## config.mk

```make
export PLATFORM = sky130hd
export DESIGN_NAME = msq_mode_seq
export DESIGN_NICKNAME = d
export VERILOG_FILES = /design/src/msq_pkg.sv /design/src/msq_mode_seq.sv
export SDC_FILE = /design/constraint.sdc
export NUM_CORES = 1
export LEC_CHECK = 0
export BUFFER_PORTS_ARGS = -buffer_cell sky130_fd_sc_hd__buf_2
export CAP_MARGIN = 0
export CORE_MARGIN = 2
export CORE_UTILIZATION = 35
export CTS_BUF_LIST = sky130_fd_sc_hd__clkbuf_4
export DETAILED_ROUTE_END_ITERATION = 10
export PLACE_DENSITY = 0.54
export SETUP_SLACK_MARGIN = 0.02
export SLEW_MARGIN = 20
export SYNTH_ARGS = -nofsm -noshare
export SYNTH_HDL_FRONTEND = slang
export SYNTH_SLANG_ARGS = --single-unit
```

## constraint.sdc

```tcl
create_clock -name clk_in -period 8.75 [get_ports clk_in]
set_input_delay 0.4375 -clock clk_in [delete_from_list [all_inputs] [get_ports clk_in]]
set_output_delay 0.4375 -clock clk_in [all_outputs]
set_load 0.02 [all_outputs]
```

## src/msq_pkg.sv

```systemverilog
// package: constants, register layouts and types of the mode sequencer
package msq_pkg;
  localparam int AW = 4;
  localparam int DW = 32;
  localparam int RES_W = 24;
  localparam int RATE_N = 32;
  localparam int Q8_W = 11;
  localparam int CLK_HZ = 32'h05f5e100;

  // register indices on the plain port
  localparam logic [AW-1:0] REG_CTRL = 4'h0;
  localparam logic [AW-1:0] REG_MEAS = 4'h1;
  localparam logic [AW-1:0] REG_STBY = 4'h2;
  localparam logic [AW-1:0] REG_STAT = 4'h3;
  localparam logic [AW-1:0] REG_PRES = 4'h4;
  localparam logic [AW-1:0] REG_TEMP = 4'h5;
  localparam logic [AW-1:0] REG_CMD  = 4'h6;
  localparam logic [AW-1:0] REG_LIM  = 4'h7;
  localparam logic [7:0] SOFT_RESET_CODE = 8'h5a;

  typedef enum logic [1:0] {
    MODE_IDLE = 2'h0, MODE_PER = 2'h1, MODE_ONE = 2'h2, MODE_B2B = 2'h3
  } msq_mode_t;

  typedef enum logic [4:0] {
    IDLE_STATE         = 5'h01,
    DORMANT_STATE      = 5'h02,
    ONE_SHOT_STATE     = 5'h04,
    PERIODIC_STATE     = 5'h08,
    BACK_TO_BACK_STATE = 5'h10
  } msq_state_t;

  // register layouts, msb first
  typedef struct packed {
    logic       low_power_inhibit;
    logic [4:0] sample_rate_select;
    logic [1:0] operating_mode_select;
  } msq_ctrl_t;
  typedef struct packed {
    logic       press_en;
    logic [2:0] press_avg_ratio;
    logic [2:0] temp_avg_ratio;
  } msq_meas_t;
  typedef struct packed {
    logic [2:0] press_smoothing_coef;
    logic [2:0] temp_smoothing_coef;
    logic [1:0] queue_frame_select;
  } msq_stby_t;
  typedef struct packed {
    logic [4:0] state;
    logic       rate_config_ok;
    logic [2:0] press_avg_applied;
    logic [2:0] temp_avg_applied;
  } msq_stat_t;
  typedef struct packed {
    logic [RES_W-1:0] press;
    logic [RES_W-1:0] temp;
  } msq_result_t;
  typedef struct packed {
    logic       press_en;
    logic [2:0] temp_avg;
    logic [2:0] press_avg;
    logic [2:0] temp_coef;
    logic [2:0] press_coef;
  } msq_conv_cfg_t;

  localparam msq_ctrl_t CTRL_RST = '{1'b0, 5'h1f, 2'h0};
  localparam msq_meas_t MEAS_RST = '{1'b0, 3'h0, 3'h0};
  localparam msq_stby_t STBY_RST = '{3'h0, 3'h0, 2'h0};
  localparam logic [2:0] AVG_X1 = 3'h0;
  localparam logic [2:0] AVG_X2 = 3'h1;
  localparam logic [2:0] COEF_BYPASS = 3'h0;
  localparam logic [1:0] QUEUE_OFF = 2'h0;
  // rates in eighths of a hertz
  localparam logic [Q8_W-1:0] DORMANT_BELOW_Q8 = 11'h028;
  localparam logic [Q8_W-1:0] FALLBACK_Q8 = 11'h500;
  localparam logic [2:0] Q8_SHIFT = 3'h0;

  // sample rate per select code: 240 Hz down to 0.125 Hz
  localparam logic [Q8_W-1:0] RATE_Q8 [RATE_N] = '{
    11'h780, 11'h6e0, 11'h640, 11'h5a0, 11'h500, 11'h4b0, 11'h460,
    11'h410, 11'h3c0, 11'h370, 11'h320, 11'h2d0, 11'h280, 11'h230,
    11'h1e0, 11'h190, 11'h168, 11'h140, 11'h118, 11'h0f0, 11'h0c8,
    11'h0a0, 11'h078, 11'h050, 11'h028, 11'h020, 11'h018, 11'h010,
    11'h008, 11'h004, 11'h002, 11'h001};

  // highest rate in hertz, indexed by {press ratio, temp ratio}
  localparam logic [7:0] MAX_PAIR_HZ [64] = '{
    8'hf0, 8'hf0, 8'hf0, 8'hf0, 8'hc8, 8'h82, 8'h50, 8'h28,
    8'hf0, 8'hf0, 8'hf0, 8'hdc, 8'hb4, 8'h78, 8'h46, 8'h28,
    8'hdc, 8'hdc, 8'hc8, 8'hb4, 8'h8c, 8'h64, 8'h46, 8'h28,
    8'h8c, 8'h8c, 8'h82, 8'h78, 8'h64, 8'h50, 8'h32, 8'h23,
    8'h50, 8'h50, 8'h50, 8'h46, 8'h46, 8'h32, 8'h2d, 8'h1e,
    8'h2d, 8'h2d, 8'h28, 8'h28, 8'h28, 8'h23, 8'h1e, 8'h14,
    8'h14, 8'h14, 8'h14, 8'h14, 8'h14, 8'h14, 8'h0f, 8'h0f,
    8'h0a, 8'h0a, 8'h0a, 8'h0a, 8'h0a, 8'h0a, 8'h0a, 8'h05};
  // highest rate in hertz for temperature only, by temp ratio
  localparam logic [7:0] MAX_TEMP_HZ [8] = '{
    8'hf0, 8'hf0, 8'hf0, 8'hf0, 8'hc8, 8'h82, 8'h50, 8'h28};
endpackage

```

## src/msq_mode_seq.sv

```systemverilog
// measurement mode sequencer: modes, rate check, registers
//
// The plain strobed port and the register offsets were chosen for this implementation.
module msq_mode_seq #(
  parameter int TICKS_PER_SEC = msq_pkg::CLK_HZ
) (
  input  wire logic                   clk_in,
  input  wire logic                   rst_b_in,
  input  wire logic [msq_pkg::AW-1:0] reg_addr_in,
  input  wire logic [msq_pkg::DW-1:0] reg_wdata_in,
  input  wire logic                   reg_wr_in,
  input  wire logic                   reg_rd_in,
  output logic      [msq_pkg::DW-1:0] reg_rdata_out,
  output logic                        conv_start_out,
  output msq_pkg::msq_conv_cfg_t      conv_cfg_out,
  input  wire logic                   conv_done_in,
  input  wire msq_pkg::msq_result_t   conv_result_in,
  output logic                        queue_push_out,
  output msq_pkg::msq_result_t        queue_data_out,
  output logic      [1:0]             queue_frame_sel_out,
  output logic                        dormant_out
);
  msq_pkg::msq_state_t  state;
  msq_pkg::msq_state_t  next_state;
  msq_pkg::msq_ctrl_t   ctrl;
  msq_pkg::msq_meas_t   meas;
  msq_pkg::msq_stby_t   stby;
  msq_pkg::msq_result_t result;
  msq_pkg::msq_result_t qdata;
  logic [2:0]           temp_applied;
  logic [2:0]           press_applied;
  logic                 rate_config_ok;
  logic                 busy;
  logic                 start_q;
  logic                 push_q;
  logic [31:0]          wait_cnt;
  logic [31:0]          rdata;
  logic [31:0]          period_tab [msq_pkg::RATE_N];

  // address decode
  wire sel_ctrl = reg_addr_in == msq_pkg::REG_CTRL;
  wire sel_meas = reg_addr_in == msq_pkg::REG_MEAS;
  wire sel_stby = reg_addr_in == msq_pkg::REG_STBY;
  wire sel_stat = reg_addr_in == msq_pkg::REG_STAT;
  wire sel_pres = reg_addr_in == msq_pkg::REG_PRES;
  wire sel_temp = reg_addr_in == msq_pkg::REG_TEMP;
  wire sel_cmd  = reg_addr_in == msq_pkg::REG_CMD;
  wire sel_lim  = reg_addr_in == msq_pkg::REG_LIM;
  wire wr_ctrl  = reg_wr_in && sel_ctrl;
  wire wr_meas  = reg_wr_in && sel_meas;
  wire wr_stby  = reg_wr_in && sel_stby;
  wire soft_rst = reg_wr_in && sel_cmd &&
                  reg_wdata_in[$bits(msq_pkg::SOFT_RESET_CODE)-1:0] ==
                  msq_pkg::SOFT_RESET_CODE;

  // state shorthands
  wire st_idle = state == msq_pkg::IDLE_STATE;
  wire st_dorm = state == msq_pkg::DORMANT_STATE;
  wire st_one  = state == msq_pkg::ONE_SHOT_STATE;
  wire st_per  = state == msq_pkg::PERIODIC_STATE;
  wire st_b2b  = state == msq_pkg::BACK_TO_BACK_STATE;
  wire active  = st_one || st_per || st_b2b;
  wire next_per = next_state == msq_pkg::PERIODIC_STATE;
  wire next_active = next_state != msq_pkg::IDLE_STATE &&
                     next_state != msq_pkg::DORMANT_STATE;
  wire [1:0] mode_req = ctrl.operating_mode_select;
  // an active mode stays only while software still asks for it
  wire stay = (st_one && mode_req == msq_pkg::MODE_ONE) ||
              (st_per && mode_req == msq_pkg::MODE_PER) ||
              (st_b2b && mode_req == msq_pkg::MODE_B2B);

  // mode in effect, not the request, is what software reads back
  wire [1:0] mode_eff = st_one ? msq_pkg::MODE_ONE :
                        st_per ? msq_pkg::MODE_PER :
                        st_b2b ? msq_pkg::MODE_B2B : msq_pkg::MODE_IDLE;

  // rate and its cap for the current ratios
  wire [msq_pkg::Q8_W-1:0] rate_q8 =
    msq_pkg::RATE_Q8[ctrl.sample_rate_select];
  wire press_on = meas.press_en || stby.queue_frame_select[1];
  wire [7:0] max_hz = press_on ?
    msq_pkg::MAX_PAIR_HZ[{meas.press_avg_ratio,
                          meas.temp_avg_ratio}] :
    msq_pkg::MAX_TEMP_HZ[meas.temp_avg_ratio];
  wire [msq_pkg::Q8_W-1:0] limit_q8 = {max_hz, msq_pkg::Q8_SHIFT};
  wire combo_bad = rate_q8 > limit_q8;
  wire check_on  = st_per && press_on;

  // every dormant condition must hold at once
  wire dormant_ok = !ctrl.low_power_inhibit &&
                    rate_q8 < msq_pkg::DORMANT_BELOW_Q8 &&
                    stby.queue_frame_select == msq_pkg::QUEUE_OFF &&
                    stby.temp_smoothing_coef == msq_pkg::COEF_BYPASS &&
                    stby.press_smoothing_coef == msq_pkg::COEF_BYPASS;

  // filter and queue fields only take writes while not measuring
  wire stby_open = st_idle || st_dorm;

  // period in clock cycles for every rate code
  for (genvar g = 0; g < msq_pkg::RATE_N; g++) begin : g_period
    assign period_tab[g] = 32'((64'(TICKS_PER_SEC) * 64'h8) /
                               64'(msq_pkg::RATE_Q8[g]));
  end
  wire [31:0] period = period_tab[ctrl.sample_rate_select];

  // conversion launch: at once on entry, then by rate or back to back
  wire enter_start = st_idle && next_active;
  wire per_start   = st_per && stay && !busy &&
                     wait_cnt == 32'h0;
  wire b2b_start   = st_b2b && stay && !busy;
  wire meas_start  = !soft_rst &&
                     (enter_start || per_start || b2b_start);
  wire done_ok     = conv_done_in && busy;

  // mode transitions; active modes never switch among themselves
  always_comb begin
    next_state = state;
    case (state)
      msq_pkg::DORMANT_STATE: begin
        if (mode_req != msq_pkg::MODE_IDLE || !dormant_ok) begin
          next_state = msq_pkg::IDLE_STATE;
        end
      end
      msq_pkg::IDLE_STATE: begin
        case (mode_req)
          msq_pkg::MODE_ONE: next_state = msq_pkg::ONE_SHOT_STATE;
          msq_pkg::MODE_PER: next_state = msq_pkg::PERIODIC_STATE;
          msq_pkg::MODE_B2B: next_state = msq_pkg::BACK_TO_BACK_STATE;
          default: begin
            if (dormant_ok) begin
              next_state = msq_pkg::DORMANT_STATE;
            end
          end
        endcase
      end
      msq_pkg::ONE_SHOT_STATE: begin
        if (!stay || done_ok) begin
          next_state = msq_pkg::IDLE_STATE;
        end
      end
      msq_pkg::PERIODIC_STATE, msq_pkg::BACK_TO_BACK_STATE: begin
        if (!stay) begin
          next_state = msq_pkg::IDLE_STATE;
        end
      end
      default: next_state = msq_pkg::IDLE_STATE;
    endcase
  end

  // write data seen through the control layout, no bit positions here
  wire msq_pkg::msq_ctrl_t ctrl_wval =
    reg_wdata_in[$bits(msq_pkg::msq_ctrl_t)-1:0];
  // a new write of the mode wins over the one-shot self clear
  wire [1:0] next_mode = wr_ctrl ?
    ctrl_wval.operating_mode_select :
    (st_one && done_ok) ? msq_pkg::MODE_IDLE : mode_req;
  wire msq_pkg::msq_ctrl_t next_ctrl = wr_ctrl ?
    '{ctrl_wval.low_power_inhibit, ctrl_wval.sample_rate_select,
      next_mode} :
    '{ctrl.low_power_inhibit, ctrl.sample_rate_select, next_mode};

  // fallback ratios when a periodic run with pressure on starts out of range
  wire fallback = next_per && press_on && combo_bad;
  wire [2:0] fb_avg = (rate_q8 >= msq_pkg::FALLBACK_Q8) ?
                      msq_pkg::AVG_X1 : msq_pkg::AVG_X2;
  wire [2:0] next_temp_applied = !meas_start ? temp_applied :
    fallback ? fb_avg : meas.temp_avg_ratio;
  wire [2:0] next_press_applied = !meas_start ? press_applied :
    fallback ? fb_avg : meas.press_avg_ratio;

  // rest of period, counted from the start of each measurement
  wire [31:0] next_wait = meas_start ? period - 32'h1 :
    (st_per && wait_cnt != 32'h0) ? wait_cnt - 32'h1 : 32'h0;

  // leaving for idle abandons a running conversion
  wire next_busy = meas_start || (busy && !conv_done_in && next_active);

  // read mux; unmapped and command reads return zero
  wire msq_pkg::msq_stat_t status =
    '{state, rate_config_ok, press_applied, temp_applied};
  wire [31:0] rd_word =
    sel_ctrl ? 32'({ctrl.low_power_inhibit,
                    ctrl.sample_rate_select, mode_eff}) :
    sel_meas ? 32'(meas) :
    sel_stby ? 32'(stby) :
    sel_stat ? 32'(status) :
    sel_pres ? 32'(result.press) :
    sel_temp ? 32'(result.temp) :
    sel_lim  ? 32'(limit_q8) : 32'h0;

  // mode state; soft reset lands in dormant like power-up
  always_ff @(posedge clk_in or negedge rst_b_in) begin
    if (!rst_b_in) begin
      state <= msq_pkg::DORMANT_STATE;
    end else if (soft_rst) begin
      state <= msq_pkg::DORMANT_STATE;
    end else begin
      state <= next_state;
    end
  end

  // software registers
  always_ff @(posedge clk_in or negedge rst_b_in) begin
    if (!rst_b_in) begin
      ctrl <= msq_pkg::CTRL_RST;
      meas <= msq_pkg::MEAS_RST;
      stby <= msq_pkg::STBY_RST;
    end else if (soft_rst) begin
      ctrl <= msq_pkg::CTRL_RST;
      meas <= msq_pkg::MEAS_RST;
      stby <= msq_pkg::STBY_RST;
    end else begin
      ctrl <= next_ctrl;
      if (wr_meas) begin
        meas <= reg_wdata_in[$bits(msq_pkg::msq_meas_t)-1:0];
      end
      if (wr_stby && stby_open) begin
        stby <= reg_wdata_in[$bits(msq_pkg::msq_stby_t)-1:0];
      end
    end
  end

  // measurement sequencing and applied ratios
  always_ff @(posedge clk_in or negedge rst_b_in) begin
    if (!rst_b_in) begin
      busy          <= 1'b0;
      start_q       <= 1'b0;
      wait_cnt      <= 32'h0;
      temp_applied  <= msq_pkg::AVG_X1;
      press_applied <= msq_pkg::AVG_X1;
    end else if (soft_rst) begin
      busy          <= 1'b0;
      start_q       <= 1'b0;
      wait_cnt      <= 32'h0;
      temp_applied  <= msq_pkg::AVG_X1;
      press_applied <= msq_pkg::AVG_X1;
    end else begin
      busy          <= next_busy;
      start_q       <= meas_start;
      wait_cnt      <= next_wait;
      temp_applied  <= next_temp_applied;
      press_applied <= next_press_applied;
    end
  end

  // check flag follows the live settings while periodic
  always_ff @(posedge clk_in or negedge rst_b_in) begin
    if (!rst_b_in) begin
      rate_config_ok <= 1'b1;
    end else begin
      rate_config_ok <= soft_rst || !(check_on && combo_bad);
    end
  end

  // results change only when a conversion completes or a soft reset clears them
  always_ff @(posedge clk_in or negedge rst_b_in) begin
    if (!rst_b_in) begin
      result <= '0;
      qdata  <= '0;
      push_q <= 1'b0;
    end else if (soft_rst) begin
      result <= '0;
      push_q <= 1'b0;
    end else begin
      if (done_ok) begin
        result <= conv_result_in;
        qdata  <= conv_result_in;
      end
      // queue is never flushed here, so idle keeps its entries
      push_q <= done_ok && (st_per || st_b2b) &&
                stby.queue_frame_select != msq_pkg::QUEUE_OFF;
    end
  end

  // registered read port: data only in the cycle after the strobe
  always_ff @(posedge clk_in or negedge rst_b_in) begin
    if (!rst_b_in) begin
      rdata <= 32'h0;
    end else begin
      rdata <= reg_rd_in ? rd_word : 32'h0;
    end
  end

  assign reg_rdata_out       = rdata;
  assign conv_start_out      = start_q;
  assign conv_cfg_out        = '{meas.press_en, temp_applied, press_applied,
                                 stby.temp_smoothing_coef,
                                 stby.press_smoothing_coef};
  assign queue_push_out      = push_q;
  assign queue_data_out      = qdata;
  assign queue_frame_sel_out = stby.queue_frame_select;
  assign dormant_out         = st_dorm;
endmodule

```

==> results of run 1 <==
==> layout make-up <==
type | instances | area [sq um] | area share
Multi-Input combinational cell | 944 | 6120 | 0.480
Inverter | 22 | 95.1 | 0.00745
Antenna cell | 1 | 2.50 | 0.000196
Clock buffer | 17 | 128 | 0.0100
Timing Repair Buffer | 170 | 902 | 0.0707
Sequential cell | 190 | 4760 | 0.373
Tap cell | 435 | 544 | 0.0427
Clock inverter | 15 | 204 | 0.0160
==> layer usage <==
layer | track usage | wire [microns] | part of all wire
met4 | 0.0614 | 745 | 0.022
met2 | 0.307 | 15400 | 0.45
met5 | 0 | 11 | 0.00032
met1 | 0.296 | 15800 | 0.46
met3 | 0.0454 | 2430 | 0.071
==> report_power, final <==
group | leakage, nW | internal (mW) | switching (mW)
Combinational | 2.96 | 0.815 | 1.22
Clock | 0.171 | 0.209 | 0.334
Sequential | 2.40 | 1.20 | 0.306
Total | 5.52 | 2.22 | 1.86
==> sequential cells by signal, summed over array words and instances (netlist names), 5 cells and up <==
| name | flops |
|---|---|
| wait_cnt | 32 |
| ctrl | 6 |
| queue_data_out | 48 |
| conv_cfg_out | 7 |
| result | 48 |
| reg_rdata_out | 24 |
| state | 5 |
| meas | 6 |
==> worst max path at each step <==
stage                     cells past startpoint  slack (ns)    start           end
after floorplan                              13        4.97  ctrl[3]  wait_cnt[14]
after global placement                       10        4.29  ctrl[4]  wait_cnt[14]
after detailed placement                     10        4.22  ctrl[4]  wait_cnt[14]
after CTS                                    10        4.20  ctrl[4]  wait_cnt[14]
after global routing                         10        3.65  ctrl[4]  wait_cnt[14]
final                                        10        4.17  ctrl[4]  wait_cnt[14]
==> stage by stage <==
step            util  instances  power [mW]  instance area (sq um)  setup WS [ns]
2_1_floorplan      -       1260        2.94                  11400           4.97
3_3_place_gp   0.390       1760        3.52                  12400           4.29
3_5_place_dp   0.390       1760        3.55                  12400           4.22
4_1_cts        0.401       1793        4.10                  12800           4.20
5_1_grt        0.401       1794        4.39                  12800           3.65
6_report       0.401       1794        4.08                  12800           4.17
==> cells by family (layout without fill, tap and decap cells) <==
logic type / Yosys count / after routing
buffers and inverters: 126 / 224
DFF: 190 / 190
AOI/OAI and AO/OA: 310 / 310
muxes: 80 / 80
other: 1 / 9
xor gates and xnor gates: 44 / 44
and+or+nand+nor: 477 / 477
adders and majority gates: 25 / 25
==> cells in the mapped netlist (7+ instances only) <==
cell type / count
a311oi_1: 7
nand3_1: 66
a31oi_1: 7
nor2_1: 115
or2_2: 9
a21oi_1: 89
a22oi_1: 20
buf_4: 10
ha_1: 24
buf_1: 12
mux2_2: 56
and2_1: 11
inv_1: 20
dfstp_2: 7
nand3b_1: 7
dfrtp_1: 183
xnor2_1: 28
o22ai_1: 27
nor4_1: 19
o31ai_1: 7
mux2i_1: 18
clkbuf_1: 79
nor3_1: 30
nand2_1: 121
xor2_1: 16
nand4_1: 8
o21ai_0: 56
nor3b_1: 9
or3_1: 7
a211oi_1: 10
o211ai_1: 9
nor2b_1: 31
a221oi_1: 9
nand2b_1: 24
==> key figures, run 1 <==
Timing
  – Slew headroom: 0.318
  – Final min period: between 4 and 5 ns
  – Unrepaired setup endpoints after global routing: no
  – Final setup violation count: 0
  – Hold slack: ~0.076 ns
  – Tcrit/Tclk final: 0.524
  – F_max: roughly 0.22 GHz
  – Clk_skew: between 0.03 and 0.04 ns
  – Hold Violations, Final: 0
  – Slew Limit Fails: 0
  – Setup TNS: 0 ns
  – Slew @ Worst Pin: 1.02 ns

Finish
  – Most common cell after layout, fill and taps aside: dfrtp_1
  – Fillers: 3262
  – Most frequent cells in the layout: dfrtp_1 (182), buf_2 (153), nand2_1 (120)
  – Nets@finish: around 1500
  – Share of layout cells above drive strength 1: 0.221
  – Syn-to-layout area delta: 12.3%

Critical path
  – Worst path bufs/invs: 2
  – CP delay by family, top: simple AND/OR/NAND/NOR gates
  – Setup slack, reg-to-reg: 4.17 ns
  – Worst stage delay on the critical path: 0.71 ns
  – Worst Setup Path Type: flip-flop to flip-flop
  – Worst-path cell chain: buf_4 -> clkinv_1 -> mux4_2 -> mux2i_1 -> ha_1 -> nor3b_1 -> nand3_1 -> nor4_1 -> xor2_1 -> o22ai_1
  – Critical Path AT: 5.05 ns
  – Worst setup EP type: flip-flop
  – Crit Path Max Fanout: 63
  – Worst path required time: a little over 9 ns
  – RR Startpoint: ctrl[4]
  – Cells on worst reg2reg path: 10
  – Reg-to-reg endpoint: wait_cnt[14]
  – Slowest CP cell: clkinv_1
  – CP startpoint kind: flip-flop

Synthesis
  – Post-synthesis adder-cell area fraction: 0.0273
  – Synth Area in Compound Gates: 0.182
  – Register area share after synthesis: 0.419
  – Post-synth EDFFs: 0
  – Async set-reset flop share out of synthesis: 1.00
  – Most area-hungry cell type in the Yosys netlist: dfrtp_1
  – Seq cells post-synth: between 150 and 200
  – XOR/XNOR Fraction of Synth Area: 0.0339
  – Synthesis warning total: 0
  – Post-synth top area share: 0.403
  – Mapped Area: around 0.011 sq mm
  – Post-Syn Instances: 1253
  – Leading post-synthesis cells by cell area: dfrtp_1 (40%), mux2_2 (5.5%), nand2_1 (4.0%), a21oi_1 (3.9%), nor2_1 (3.8%)
  – Largest family of logic cells by synthesized area: simple AND/OR/NAND/NOR gates
  – Post-Synth Simple-Gate Area: 0.207
  – Post-Syn Area per Cell: a little over 9 sq um
  – Post-synth cell types: 82
  – Mux contribution to synthesized area: 0.0832
  – Predominant post-synthesis flop cell: dfrtp_1

Route
  – Initial DRC count: around 1000
  – Wire per inst: between 15 and 20 microns
  – Antenna-violating nets left: 0
  – DR vias/cell: roughly 5.6
  – DRT Pass-1 Iters: 5
  – DRC: 0
  – Via Count: 10039
  – Routed WL: about 34000 microns

Clock network
  – H-tree levels: 4
  – CTS clk-pin slew, worst paths: about 0.18 ns
  – CTS tree: built
  – Worst skew pair latency: about 0.60 ns
  – Hold bufs inserted after CTS: 1
  – Clock Tree Root: clkbuf_4
  – Clock Sinks: 190
  – Post-CTS resize count: 0
  – Postcts setup bufs: 0
  – Clk buf depth: 2
  – CTS Buf Count: 17

Floorplanning
  – Io pins: ~190
  – Chip Height: roughly 180 microns
  – Full die area: ~0.034 sq mm
  – Initial core utilization: 0.357
  – Rows: between 60 and 70
  – Die Wd: around 180 microns
  – Core area: around 0.032 sq mm

Global routing
  – Pin count of the biggest net entering global routing: around 120
  – Total grt overflow: 0
  – Number of global-route vias before repair: 9580
  – Gr usage total: 0.205
  – First-pass GRT wire length: 54900 microns
  – Initial antenna violation count: 2

Hold path
  – Worst Min Path Start: conv_result_in[15]
  – WHS Path Cells: 2
  – Worst Hold Endpoint: queue_data_out[15]
  – HP Class: input port to flip-flop

Placement
  – IO buf count: ~150
  – Post-DP HPWL: between 20000 and 25000 microns
  – Routability cong.: 0.920

Power
  – Worst IR Drop VDD: roughly 160 uV
  – Pwr dens: 320 mW/mm^2
  – Leak pwr: 5.52 nW

Job
  – MaxCap Viol Count: 0

Run status
  – Status: finished clean
No activity file was read; power rests on OpenSTA's default activity.
==> run 2, diff against run 1 <==
==> constraint.sdc (replaced) <==
create_clock -name clk_in -period 4.7 [get_ports clk_in]
set_input_delay 0.235 -clock clk_in [delete_from_list [all_inputs] [get_ports clk_in]]
set_output_delay 0.235 -clock clk_in [all_outputs]
set_load 0.02 [all_outputs]
==> key figures, run 2 (synthesis gave the netlist of run 1 again) <==
Run status
  – Status: finished clean

Critical path
  – Worst path bufs/invs: 1
  – Worst-path cell chain: inv_1 -> ha_1 -> nor2_1 -> nor3b_1 -> nor2_1 -> o22ai_1 -> ha_1 -> a21oi_1 -> a21oi_1 -> o31ai_1 -> or2_2 -> o21ai_1 -> o2bb2ai_1
  – RR Startpoint: ctrl[2]
  – Reg-to-reg endpoint: press_applied[0]
  – Cells on worst reg2reg path: 13
  – Crit path launch: ctrl[2]
  – CP delay by family, top: compound AO/OA/AOI/OAI gates
  – Worst Setup Path Type: flip-flop to flip-flop
  – Setup slack, reg-to-reg: between 0.7 and 0.8 ns
  – Critical Path AT: approximately 4.5 ns
  – Worst stage delay on the critical path: roughly 0.79 ns
  – Worst path required time: ~5.2 ns
  – Worst setup EP type: flip-flop
  – CP startpoint kind: flip-flop
  – Crit path to: press_applied[0]
  – Crit Path Max Fanout: 19
  – Slowest CP cell: dfstp_2
  – Worst path depth: 13

Finish
  – Most frequent cells in the layout: dfrtp_1 (182), buf_2 (153), nand2_1 (120)
  – Syn-to-layout area delta: 17.5%
  – Share of layout cells above drive strength 1: 0.218
  – Nets@finish: approximately 1500
  – Most common cell after layout, fill and taps aside: dfrtp_1

Clock network
  – Worst skew pair latency: a little over 0.6 ns
  – Clock Tree Root: clkbuf_4
  – Clk buf depth: 2
  – Post-CTS resize count: 0
  – Clock Sinks: between 150 and 200
  – H-tree levels: 4
  – CTS tree: built
  – CTS clk-pin slew, worst paths: about 0.16 ns
  – CTS Buf Count: 17

Global routing
  – Total grt overflow: 0
  – Number of global-route vias before repair: approximately 10000
  – First-pass GRT wire length: roughly 56000 microns
  – Pin count of the biggest net entering global routing: between 100 and 150
  – Gr usage total: 0.210
  – Initial antenna violation count: 2

Timing
  – Slew Limit Fails: 0
  – Clk_skew: about 0.034 ns
  – Slew headroom: 0.290
  – Final WS setup: around 0.71 ns
  – Hold Violations, Final: 0
  – Slew @ Worst Pin: between 1 and 1.5 ns
  – F_max: 0.251 GHz
  – Setup TNS: 0 ns
  – Final setup violation count: 0
  – Final min period: 3.99 ns
  – Tcrit/Tclk final: 0.849
  – Unrepaired setup endpoints after global routing: no

Floorplanning
  – Io pins: 187
  – Chip Height: around 180 microns
  – Core area: 0.0318 sq mm
  – Die Wd: approximately 180 microns
  – Rows: 65
  – Initial core utilization: 0.357
  – Full die area: 0.0339 sq mm

Placement
  – IO buf count: roughly 150
  – Post-DP HPWL: about 25000 microns
  – Routability cong.: roughly 0.90
  – Worst slack, placed: between 0.7 and 0.8 ns

Route
  – Initial DRC count: just over 800
  – Via Count: around 10000
  – Antenna-violating nets left: 0
  – DRT Pass-1 Iters: 5
  – Wire per inst: between 15 and 20 microns
  – Routed WL: ~35000 microns
  – DR vias/cell: 5.46
  – DRC: 0

Job
  – MaxCap Viol Count: 0

Power
  – Worst IR Drop VDD: 305 uV
  – Leak pwr: just under 6 nW
  – Pwr dens: 565 mW/mm^2

Hold path
  – HP Class: input port to flip-flop
-- run 2: how the worst min path moves through the flow --
stage	from	endpoint	slack [ns]	cells past startpoint
floorplan	rst_b_in	busy	-0.06	0
global placement	rst_b_in	meas[2]	0.41	1
detailed placement	rst_b_in	reg_rdata_out[4]	0.41	1
CTS	reg_addr_in[3]	reg_rdata_out[1]	0.04	4
global route	reg_addr_in[3]	reg_rdata_out[1]	0.05	4
finish	reg_addr_in[3]	reg_rdata_out[1]	0.08	4
-- run 2: final cells by class --
class                      instances  area (sq um)
antenna                            2          5.00
clock buffer                      18           135
inverter                          22          95.1
clock inverter                    14           129
sequential                       190          4760
tap                              435           544
fill                            3188         18400
timing repair buffer             239          1560
multi-input combinational        944          6120
-- run 2: worst register-to-register path, cell delays in order (launching register included) --
cell	delay (ns)
dfstp_2	0.79
inv_1	0.11
ha_1	0.59
nor2_1	0.14
nor3b_1	0.51
nor2_1	0.08
o22ai_1	0.22
ha_1	0.29
a21oi_1	0.14
a21oi_1	0.09
o31ai_1	0.39
or2_2	0.28
o21ai_1	0.11
o2bb2ai_1	0.17
-- run 2: per-layer routing --
metal,vias to the layer above,GRT usage,wire (microns)
met5,-,0,0
li1,4833,-,-
met4,0,0.0550,667
met3,47,0.0397,2070
met1,4989,0.302,16300
met2,314,0.325,16000
-- run 2: repair_timing --
| item | 4_1_cts | 5_1_grt |
|---|---|---|
| setup buffers | 0 | 0 |
| hold endpoints to repair | 223 | 0 |
| hold buffers | 58 | 0 |
-- run 2: report_power, final --
part	internal (mW)	leakage, nW	switching, mW
logic	1.59	3.25	2.30
registers	2.24	2.40	0.567
clock network	0.234	0.135	0.616
total	4.06	5.78	3.48
-- run 2: stage by stage --
stage | area (sq um) | instances | hold WS (ns) | utilization | power (mW)
floorplan | 11400 | 1260 | -0.0606 | - | 5.47
global placement | 12500 | 1772 | 0.406 | 0.393 | 6.62
detailed placement | 12500 | 1772 | 0.411 | 0.393 | 6.67
CTS | 13400 | 1862 | 0.0377 | 0.420 | 7.57
global route | 13400 | 1864 | 0.0458 | 0.420 | 8.13
finish | 13400 | 1864 | 0.0766 | 0.420 | 7.55
